**src/design/bac_pkg.sv**
```systemverilog
// Purpose: Shared constants and carriers for the bridge converter input control, plus the result coder.
// Assumes: Filtered samples arrive as signed 24-bit values scaled to the selected range.
// Notes: The coder is purely combinational; the top registers its output.
`timescale 1ns/1ps

package bac_pkg;

    localparam int SAMPLE_W = 24;
    localparam int NARROW_W = 16;
    localparam logic [1:0] SETTLE_SAMPLES = 2'h3;
    localparam logic [11:0] DAC_STEP_LOW_UV = 12'h4E2;
    localparam logic [11:0] DAC_STEP_HIGH_UV = 12'h9C4;
    localparam logic [6:0] BASE_RANGE_MV = 7'h0A;
    localparam logic [2:0] SYNC_RESET = 3'h0;
    localparam logic [5:0] DAC_RESET = 6'h00;
    localparam logic [1:0] GAIN_RESET = 2'h0;

    typedef struct packed {
        logic sign;
        logic [4:0] magnitude;
    } bac_dac_type;

    typedef struct packed {
        logic [1:0] channel;
        logic bipolar;
        logic [1:0] gain;
        bac_dac_type dac;
        logic burnout_enable;
        logic high_reference_select;
        logic ac_mode;
        logic wide_word;
    } bac_config_type;

    typedef struct packed {
        logic ref_low;
        logic ref_open_pos;
        logic ref_open_neg;
    } bac_ref_type;

endpackage

module bac_coder import bac_pkg::*; (
    input wire logic signed [SAMPLE_W-1:0] sample_i, // Signed filtered sample.
    input wire logic bipolar_i, // High selects offset binary.
    input wire logic wide_i, // High selects the full word width.
    input wire logic force_ones_i, // High forces an all-ones result.
    output logic [SAMPLE_W-1:0] code_o // Coded result, narrow words in the low bits.
);

    logic [SAMPLE_W-1:0] full_code;

    always_comb begin
        if (bipolar_i) begin
            full_code = {~sample_i[SAMPLE_W-1], sample_i[SAMPLE_W-2:0]};
        end else if (sample_i[SAMPLE_W-1]) begin
            full_code = '0;
        end else if (&sample_i[SAMPLE_W-2:0]) begin
            full_code = '1;
        end else begin
            full_code = {sample_i[SAMPLE_W-2:0], 1'b0};
        end
        if (force_ones_i) begin
            full_code = '1;
        end
        if (wide_i) begin
            code_o = full_code;
        end else begin
            code_o = {{(SAMPLE_W-NARROW_W){1'b0}}, full_code[SAMPLE_W-1 -: NARROW_W]};
        end
    end

endmodule // bac_coder

```
**src/design/bac_input_control.sv**
```systemverilog
// Purpose: Digital control of a bridge transducer converter front end: coding, offset DAC, ranges, burnout,
//          reference selection, ac excitation and reference-loss handling.
// Assumes: Reference comparators are asynchronous pins; configuration and samples come from the clk_sys_i domain.
// Notes: One packed state struct, filled by one always_comb and registered by one always_ff.
`timescale 1ns/1ps

module bac_input_control import bac_pkg::*; (
    input wire logic clk_sys_i, // System clock, 200 MHz.
    input wire logic rst_n_i, // Asynchronous reset, active low.
    input wire bac_config_type config_i, // Host-programmed settings.
    input wire bac_ref_type ref_detect_i, // Asynchronous reference comparator pins.
    input wire logic signed [SAMPLE_W-1:0] sample_i, // Filtered sample.
    input wire logic sample_valid_i, // One-cycle pulse with each filtered sample.
    input wire logic result_read_i, // One-cycle pulse when the host reads the result.
    output logic [SAMPLE_W-1:0] result_o, // Conversion result register.
    output logic ready_n_o, // Low while an unread settled result is held.
    output logic ref_missing_o, // Reference-missing status flag.
    output logic [1:0] channel_o, // Input pair routed to the buffer.
    output logic [1:0] gain_o, // Amplifier range code.
    output logic [6:0] range_mv_o, // Nominal full-scale range in mV at nominal reference.
    output bac_dac_type dac_o, // Offset DAC sign and magnitude.
    output logic [11:0] dac_step_uv_o, // Offset DAC step size in uV.
    output logic burnout_source_o, // Source current switch.
    output logic burnout_sink_o, // Sink current switch.
    output logic high_reference_select_o, // Reference range select to the analog core.
    output logic excitation_clock_o, // Excitation clock, phase A.
    output logic excitation_clock_n_o // Excitation clock, phase B, nonoverlapping.
);

    typedef struct packed {
        bac_ref_type sync1;
        bac_ref_type sync2;
        logic ref_missing;
        logic [1:0] channel;
        logic [1:0] settle;
        logic ready_n;
        logic [SAMPLE_W-1:0] result;
        logic phase;
        logic exc_a;
        logic exc_b;
        logic burn_src;
        logic burn_snk;
        bac_dac_type dac;
        logic [1:0] gain;
        logic [6:0] range_mv;
        logic high_ref;
        logic [11:0] step_uv;
    } bac_state_type;

    bac_state_type state_reg;
    bac_state_type state_next;
    logic signed [SAMPLE_W-1:0] comp_sample;
    logic [SAMPLE_W-1:0] coded;

    // ****************************************************************
    // Chop reversal compensation and result coding
    // ****************************************************************

    always_comb begin
        comp_sample = sample_i;
        if (config_i.ac_mode && state_reg.phase) begin
            if (sample_i == {1'b1, {(SAMPLE_W-1){1'b0}}}) begin
                comp_sample = {1'b0, {(SAMPLE_W-1){1'b1}}};
            end else begin
                comp_sample = -sample_i;
            end
        end
    end

    // Coding depends on the polarity bit, the word width and the reference-missing flag; no analog control reads it.
    bac_coder u_coder (
        .sample_i(comp_sample),
        .bipolar_i(config_i.bipolar),
        .wide_i(config_i.wide_word),
        .force_ones_i(state_reg.ref_missing),
        .code_o(coded)
    );

    // ****************************************************************
    // Next state
    // ****************************************************************

    always_comb begin
        state_next = state_reg;
        state_next.sync1 = ref_detect_i;
        state_next.sync2 = state_reg.sync1;
        state_next.ref_missing = |state_reg.sync2;
        state_next.burn_src = config_i.burnout_enable;
        state_next.burn_snk = config_i.burnout_enable;
        state_next.dac = config_i.dac;
        state_next.high_ref = config_i.high_reference_select;
        state_next.step_uv = config_i.high_reference_select ? DAC_STEP_HIGH_UV : DAC_STEP_LOW_UV;
        state_next.gain = config_i.gain;
        state_next.range_mv = BASE_RANGE_MV << config_i.gain;
        if (result_read_i) begin
            state_next.ready_n = 1'b1;
        end
        if (config_i.channel != state_reg.channel) begin
            state_next.channel = config_i.channel;
            state_next.settle = SETTLE_SAMPLES;
            state_next.ready_n = 1'b1;
            state_next.phase = 1'b0;
        end else if (sample_valid_i) begin
            if (config_i.ac_mode) begin
                state_next.phase = ~state_reg.phase;
            end else begin
                state_next.phase = 1'b0;
            end
            if (state_reg.settle != 2'h0) begin
                state_next.settle = state_reg.settle - 2'h1;
            end else begin
                state_next.result = coded;
                state_next.ready_n = 1'b0;
            end
        end
        // One idle cycle with both clocks low keeps the phases nonoverlapping.
        state_next.exc_a = config_i.ac_mode && !state_next.phase && !state_reg.exc_b;
        state_next.exc_b = config_i.ac_mode && state_next.phase && !state_reg.exc_a;
    end

    // ****************************************************************
    // State register
    // ****************************************************************

    always_ff @(posedge clk_sys_i or negedge rst_n_i) begin
        if (!rst_n_i) begin
            state_reg.sync1 <= SYNC_RESET;
            state_reg.sync2 <= SYNC_RESET;
            state_reg.ref_missing <= 1'b0;
            state_reg.channel <= 2'h0;
            state_reg.settle <= SETTLE_SAMPLES;
            state_reg.ready_n <= 1'b1;
            state_reg.result <= '0;
            state_reg.phase <= 1'b0;
            state_reg.exc_a <= 1'b0;
            state_reg.exc_b <= 1'b0;
            state_reg.burn_src <= 1'b0;
            state_reg.burn_snk <= 1'b0;
            state_reg.dac <= DAC_RESET;
            state_reg.gain <= GAIN_RESET;
            state_reg.range_mv <= BASE_RANGE_MV;
            state_reg.high_ref <= 1'b0;
            state_reg.step_uv <= DAC_STEP_LOW_UV;
        end else begin
            state_reg <= state_next;
        end
    end

    assign result_o = state_reg.result;
    assign ready_n_o = state_reg.ready_n;
    assign ref_missing_o = state_reg.ref_missing;
    assign channel_o = state_reg.channel;
    assign gain_o = state_reg.gain;
    assign range_mv_o = state_reg.range_mv;
    assign dac_o = state_reg.dac;
    assign dac_step_uv_o = state_reg.step_uv;
    assign burnout_source_o = state_reg.burn_src;
    assign burnout_sink_o = state_reg.burn_snk;
    assign high_reference_select_o = state_reg.high_ref;
    assign excitation_clock_o = state_reg.exc_a;
    assign excitation_clock_n_o = state_reg.exc_b;

endmodule // bac_input_control

```
**config.mk**
```make
export PLATFORM = sky130hd
export DESIGN_NAME = bac_input_control
export DESIGN_NICKNAME = d
export VERILOG_FILES = /design/src/design/bac_pkg.sv /design/src/design/bac_input_control.sv
export SDC_FILE = /design/constraint.sdc
export NUM_CORES = 1
export LEC_CHECK = 0
export CORE_MARGIN = 2
export CORE_UTILIZATION = 55
export CTS_BUF_LIST = sky130_fd_sc_hd__clkbuf_4
export DETAILED_ROUTE_END_ITERATION = 7
export DONT_BUFFER_PORTS = 1
export PLACE_DENSITY = 0.7
export SYNTH_ARGS = -nofsm -noshare
export SYNTH_HDL_FRONTEND = slang
export SYNTH_SLANG_ARGS = --single-unit
```
**constraint.sdc**
```tcl
create_clock -name clk_sys_i -period 2.6 [get_ports clk_sys_i]
set_input_delay 0.78 -clock clk_sys_i [delete_from_list [all_inputs] [get_ports clk_sys_i]]
set_output_delay 0.78 -clock clk_sys_i [all_outputs]
set_load 0.02 [all_outputs]
```
==> results of run 1 <==
cell type report:
class | count | area (µm²) | area share
multi-input combinational | 292 | 1970 | 0.497
sequential | 55 | 1380 | 0.348
clock inverter | 2 | 37.5 | 0.00945
timing repair buffer | 52 | 403 | 0.101
tap | 77 | 96.3 | 0.0243
clock buffer | 5 | 37.5 | 0.00945
inverter | 11 | 41.3 | 0.0104
metal layers:
| layer | up-vias | part of all wire |
|---|---|---|
| li1 | 1466 | - |
| met1 | 1456 | 0.45 |
| met2 | 118 | 0.46 |
| met3 | 16 | 0.068 |
| met4 | 0 | 0.021 |
| met5 | - | 0 |
power by group through the flow:
| stage | logic (µW) | registers [µW] | clock network [µW] |
|---|---|---|---|
| floorplan | 367 | 960 | 0 |
| global placement | 275 | 1050 | 0 |
| detailed placement | 279 | 1050 | 0 |
| CTS | 288 | 1030 | 464 |
| global route | 333 | 1040 | 504 |
| finish | 302 | 1030 | 457 |
final timing paths:
check	start	to	slack (ps)	depth (start not counted)
worst min-delay path	rst_n_i	excitation_clock_n_o$_DFF_PN0_	60	0
min in group clk_sys_i	state_next[63]$_DFF_PN0_	state_reg[63]$_DFF_PN0_	370	0
worst max-delay path	sample_i[12]	result_o[22]$_DFFE_PN0P_	-70	7
worst max register to register	state_reg[32]$_DFF_PN0_	result_o[12]$_DFFE_PN0P_	380	9
max in group asynchronous	rst_n_i	range_mv_o[1]$_DFF_PN1_	2340	0
worst min register to register	state_next[63]$_DFF_PN0_	state_reg[63]$_DFF_PN0_	370	0
cell usage after synthesis (all sizes together), types with 2 or more instances:
cell / n
dfstp: 6
clkbuf: 20
or4: 5
inv: 10
xor2: 8
nand4: 5
nand4b: 3
nand2b: 2
a41oi: 4
nor2b: 7
o21ai: 24
buf: 59
or3: 4
a211oi: 15
a21o: 2
nor3: 16
nor4: 5
a22oi: 4
o31ai: 8
dfrtp: 49
ha: 2
and2: 3
nand3: 5
o2bb2ai: 3
xnor2: 9
or2: 5
o211a: 3
o21a: 2
conb: 2
a31oi: 4
mux2i: 5
nand2: 40
and3: 4
a221oi: 9
a21oi: 18
nor2: 36
o211ai: 5
o22ai: 8
a22o: 2
critical path: cells and delay by family:
family	cells	cell delay, ps
and+or+nand+nor	2	1100
buffers and inverters	1	170
AOI/OAI and AO/OA	4	890
cells by family (layout without fill, tap and decap cells):
group,count (synthesis),after routing,share of synthesized area
DFF,55,55,0.371
and+or+nand+nor,143,143,0.197
other,2,7,0.00202
adders and majority gates,2,2,0.00671
AOI/OAI and AO/OA,117,118,0.221
xor gates and xnor gates,17,17,0.0400
buffers and inverters,90,70,0.148
muxes,5,5,0.0134
stage by stage:
step                      power, µW   util  hold WS, ps  worst slack, ps  instances
after floorplan                1330      -          331             -439        436
after global placement         1320  0.587          333             -443        485
after detailed placement       1330  0.587          335             -470        485
after CTS                      1780  0.605         63.1            -53.0        493
after global routing           1880  0.615         37.4             -134        494
final                          1790  0.615         62.8            -66.7        494
repair_timing:
action                     CTS  global route
resized for setup            7            11
hold buffers                 0             0
setup endpoints to repair   12            22
pin swaps                    4             4
buffers inserted             1             0
gates cloned                 0             1
==> results.cfg, run 1 <==
[status]
run_status = finished, violations left
violations = setup timing

[layout]
n_fill_cell = 556
area_delta_synth_final_pct = 6.62
num_antenna_cells = 0
fin_nets = 465
largest_reg_flops = 24
drive_above_1_share = 0.261
layout_common_cells = buf_4 (51), dfrtp_1 (49), nand2_1 (39)
postLayoutCellArea_um2 = 3970
final_common_cell = buf_4

[grt]
groute.usage.overall = 0.241
antenna_found_initial = 0
grt_pass1_vias = 2871
grt_start_max_net_pins = 56
grt_use_met3 = 0.0533
grt.met1_usage = 0.332
met2_usage = 0.377
overflow = 0
grt_pass1_wl_um = 14200
busiest_layer = met2

[worst_setup_path]
slowest_delay_ps = 550
worst-setup-path-type = input pin to flip-flop
slowest_stage = or4_4
critPathMostFrequentCell = or4_4
cp.required_ps = 2870
setup.worst_path.start_class = input pin
critPathArrivalTime_ps = 2940
worstSetupEndpointType = flip-flop
critPathMaxFanout = 7
crit_chain = or4_4, or4_4, o21a_2, o211a_4, buf_4, a221oi_2, o21ai_1

[drt]
wirelength_um = 9040
dr_total_vias = 3056
dr.pass1.iters = 4
via_per_inst = 6.19
drcViolationCount = 0
drtAntennaViolNets = 0
wl_per_cell_um = 18.3
drt_iter0_drc = 154

[clock_tree]
clk-insertion-delay-late_ps = 380
cts.sinks = 55
cts.path.max_buffers = 2
cts_tree = built
root_buffer = clkbuf_4
cts_max_level = 2
numCtsBuffers = 5
clk_pin_slew_ps = 150

[sta]
drv_slew = 0
max_freq_mhz = 375
relSlewSlack = 0.536
min_period_ps = 2670
finalSetupViolations = 14
fin_skew_ps = 14.1
hold_viol_final = 0
setup_tns_ps = -410
setup_ws_ps = -66.7
rsz0062_at_grt = true
period_share = 1.03
tightest_slew_ps = 697

[power]
p_int_uw = 1250
power_frac_clock = 0.256
worst_ir_drop_vdd_mv = 0.215
share_comb_of_total_power = 0.169
power.switching_uw = 535
p_leak_uw = 0.00172
p_per_area_nw_per_um2 = 450
seq_power_share = 0.576
p_sw_frac = 0.299

[synth]
yosysUniqueCellTypes = 60
yosysTopAreaCellShare = 0.329
ys.flop_type = dfrtp_1
synth_edf_count = 0
yosysTopAreaCell = dfrtp_1
avgSynthCellArea_um2 = 8.65
synthCells = 431
synth.area.top_cells = dfrtp_1 (33%), buf_4 (11%), dfstp_2 (4.2%), nand2_1 (4.0%), nor2_1 (3.6%)
async_flop_share = 1.00
ys_warn_count = 0
ys_seq_elements = 55
synth_seq_area_share = 0.371
syn_area_um2 = 3730

[die]
die_w_um = 86.3
io_pins = 106
start_util = 0.577
die_h_um = 86.3
rows = 29
coreArea_um2 = 6460
fp.dieArea_um2 = 7450

[hold_path]
hp-class = input pin to asynchronous set/reset pin

[place]
place_area_um2 = 3790
dp_hpwl_um = 6900
place.gp.congestion = 0.885
portBuffers = 0

[job]
maxCapViolCount = 0
No activity file was read; power rests on OpenSTA's default activity.
==> inputs of run 2 (changes only) <==
--- a/config.mk
+++ b/config.mk
@@ -5,6 +5,7 @@
 export SDC_FILE = /design/constraint.sdc
 export NUM_CORES = 1
 export LEC_CHECK = 0
+export ABC_AREA = 1
 export CORE_MARGIN = 2
 export CORE_UTILIZATION = 55
 export CTS_BUF_LIST = sky130_fd_sc_hd__clkbuf_4
==> results.cfg, run 2 <==
[clock_tree]
ctsHoldBuffers = 0
clk-insertion-delay-late_ps = 390
cts_tree = built
numCtsBuffers = 5
postCtsSetupRepairBufs = 0
cts.sinks = 55
root_buffer = clkbuf_4
post_cts_resized = 0
clk_pin_slew_ps = 180
cts_max_level = 2
cts.path.max_buffers = 2

[synth]
avgSynthCellArea_um2 = 7.26
synth_top_family_by_area = simple AND/OR/NAND/NOR gates
synth_mux_area_frac = 0
ys.flop_type = dfrtp_1
yosysTopAreaCell = dfrtp_1
yosysMostFrequentCell = nand2_1
ys_seq_elements = 55
synth-simple-area-share = 0.343
synth_edf_count = 0
async_flop_share = 1.00
synth_xor_area_frac = 0.0116
synthTopCellsByCount = nand2_1 (159), buf_4 (55), dfrtp_1 (49)
synthCells = 522
syn_area_um2 = 3790
synth-compound-area-share = 0.0862
ys_warn_count = 0
synth_fa_ha_area_frac = 0.00660
yosysUniqueCellTypes = 36
synth_seq_area_share = 0.365
synth.area.top_cells = dfrtp_1 (32%), nand2_1 (16%), buf_4 (11%), nand3_1 (4.8%), inv_1 (4.5%)
yosysTopAreaCellShare = 0.324

[worst_setup_path]
r2r-start = state_reg[32]$_DFF_PN0_
critPathMostFrequentCell = nand2_1
worstReg2RegEnd = result_o[0]$_DFFE_PN0P_
crit_chain = inv_1, ha_1, nand2_2, nor2_4, nand3_2, inv_2, nand2_4, buf_4, nand3_2, nand2_1, nor2_1, nand2_1, nor2_1, nand3_1, nand2_1, nand2_1, nand2_1
slowest_delay_ps = 210
worst-setup-path-type = input pin to flip-flop
critPathMaxFanout = 7
critPathArrivalTime_ps = 2440
ff2ff_path_depth = 15
slowest_stage = ha_1
worstSetupEndpointType = flip-flop
cp.required_ps = 2930
setup.worst_path.start_class = input pin
rrSetupSlack_ps = 520

[grt]
antenna_found_initial = 0
overflow = 0
grt_pass1_vias = 2816
groute.usage.overall = 0.218
grt_start_max_net_pins = 56
grt_pass1_wl_um = 13200

[power]
p_leak_uw = 0.00179
power_uw = 1770
worst_ir_drop_vdd_mv = 0.308
p_per_area_nw_per_um2 = 498

[die]
die_h_um = 87.0
start_util = 0.564
coreArea_um2 = 6720
rows = 30
io_pins = 106
fp.dieArea_um2 = 7570
die_w_um = 87.0

[status]
run_status = finished, final reports clean

[place]
dp_hpwl_um = 6270
place.gp.congestion = 0.893
portBuffers = 0

[sta]
drv_slew = 0
period_share = 0.812
tightest_slew_ps = 694
setup_tns_ps = 0
hold_viol_final = 0
min_period_ps = 2110
finalSetupViolations = 0
fin_skew_ps = 18.7
hold_slack_ps = 58.2
relSlewSlack = 0.538
rsz0062_at_grt = false
max_freq_mhz = 474

[layout]
num_antenna_cells = 0
fin_util = 0.530
final_common_cell = nand2_1
fin_nets = 519
area_delta_synth_final_pct = -6.04
drive_above_1_share = 0.114
largest_reg_flops = 24
n_fill_cell = 638
layout_common_cells = nand2_1 (159), dfrtp_1 (49), inv_1 (45)

[job]
maxCapViolCount = 0

[drt]
dr_total_vias = 2918
drt_iter0_drc = 239
drcViolationCount = 0
dr.pass1.iters = 4
via_per_inst = 5.29
wl_per_cell_um = 14.6
drtAntennaViolNets = 0
wirelength_um = 8040

[hold_path]
hp-class = input pin to asynchronous set/reset pin
run 2: area by class of cell:
type / instances / area [µm²] / share of cell area
Inverter: 50 / 188 / 0.0527
Tap cell: 80 / 100 / 0.0281
Timing Repair Buffer: 8 / 85.1 / 0.0239
Sequential cell: 55 / 1380 / 0.389
Clock inverter: 3 / 46.3 / 0.0130
Clock buffer: 5 / 37.5 / 0.0105
Multi-Input combinational cell: 351 / 1720 / 0.483
run 2: worst max-delay path, delay by kind of cell:
family                     cells  cell delay (ps)
and+or+nand+nor               13             1100
buffers and inverters          3              320
adders and majority gates      1              210
run 2: cells by family after synthesis:
logic type / Yosys count
AND/OR/NAND/NOR: 279
buffers and inverters: 121
AO/OA/AOI/OAI: 58
flip-flops: 55
XOR/XNOR: 5
adder cells (fa/ha/maj): 2
other: 2
run 2: per-stage QoR:
step	worst slack (ps)	instances	cell area [µm²]
after floorplan	430	527	3810
after global placement	127	544	3480
after global routing	279	552	3560
final	488	552	3560
after CTS	506	552	3560
after detailed placement	111	544	3480
run 2: worst max-delay path by stage:
stage | start | to | slack (ps)
2_1_floorplan | sample_i[1] | result_o[0]$_DFFE_PN0P_ | 430
3_3_place_gp | sample_i[1] | result_o[0]$_DFFE_PN0P_ | 130
3_5_place_dp | sample_i[1] | result_o[0]$_DFFE_PN0P_ | 110
4_1_cts | sample_i[1] | result_o[0]$_DFFE_PN0P_ | 510
5_1_grt | state_reg[32]$_DFF_PN0_ | result_o[0]$_DFFE_PN0P_ | 280
6_report | sample_i[1] | result_o[0]$_DFFE_PN0P_ | 490
run 2: report_power, final:
| part | total (µW) | internal, µW | switching [µW] |
|---|---|---|---|
| Clock | 483 | 206 | 277 |
| Combinational | 228 | 87.3 | 141 |
| Sequential | 1060 | 927 | 135 |
run 2: metal layers:
| layer | track usage | vias up | wire length (µm) |
|---|---|---|---|
| met4 | 0.0540 | 0 | 99 |
| li1 | - | 1479 | - |
| met2 | 0.358 | 102 | 3850 |
| met1 | 0.288 | 1326 | 3520 |
| met3 | 0.0569 | 11 | 563 |
| met5 | 0 | - | 0 |
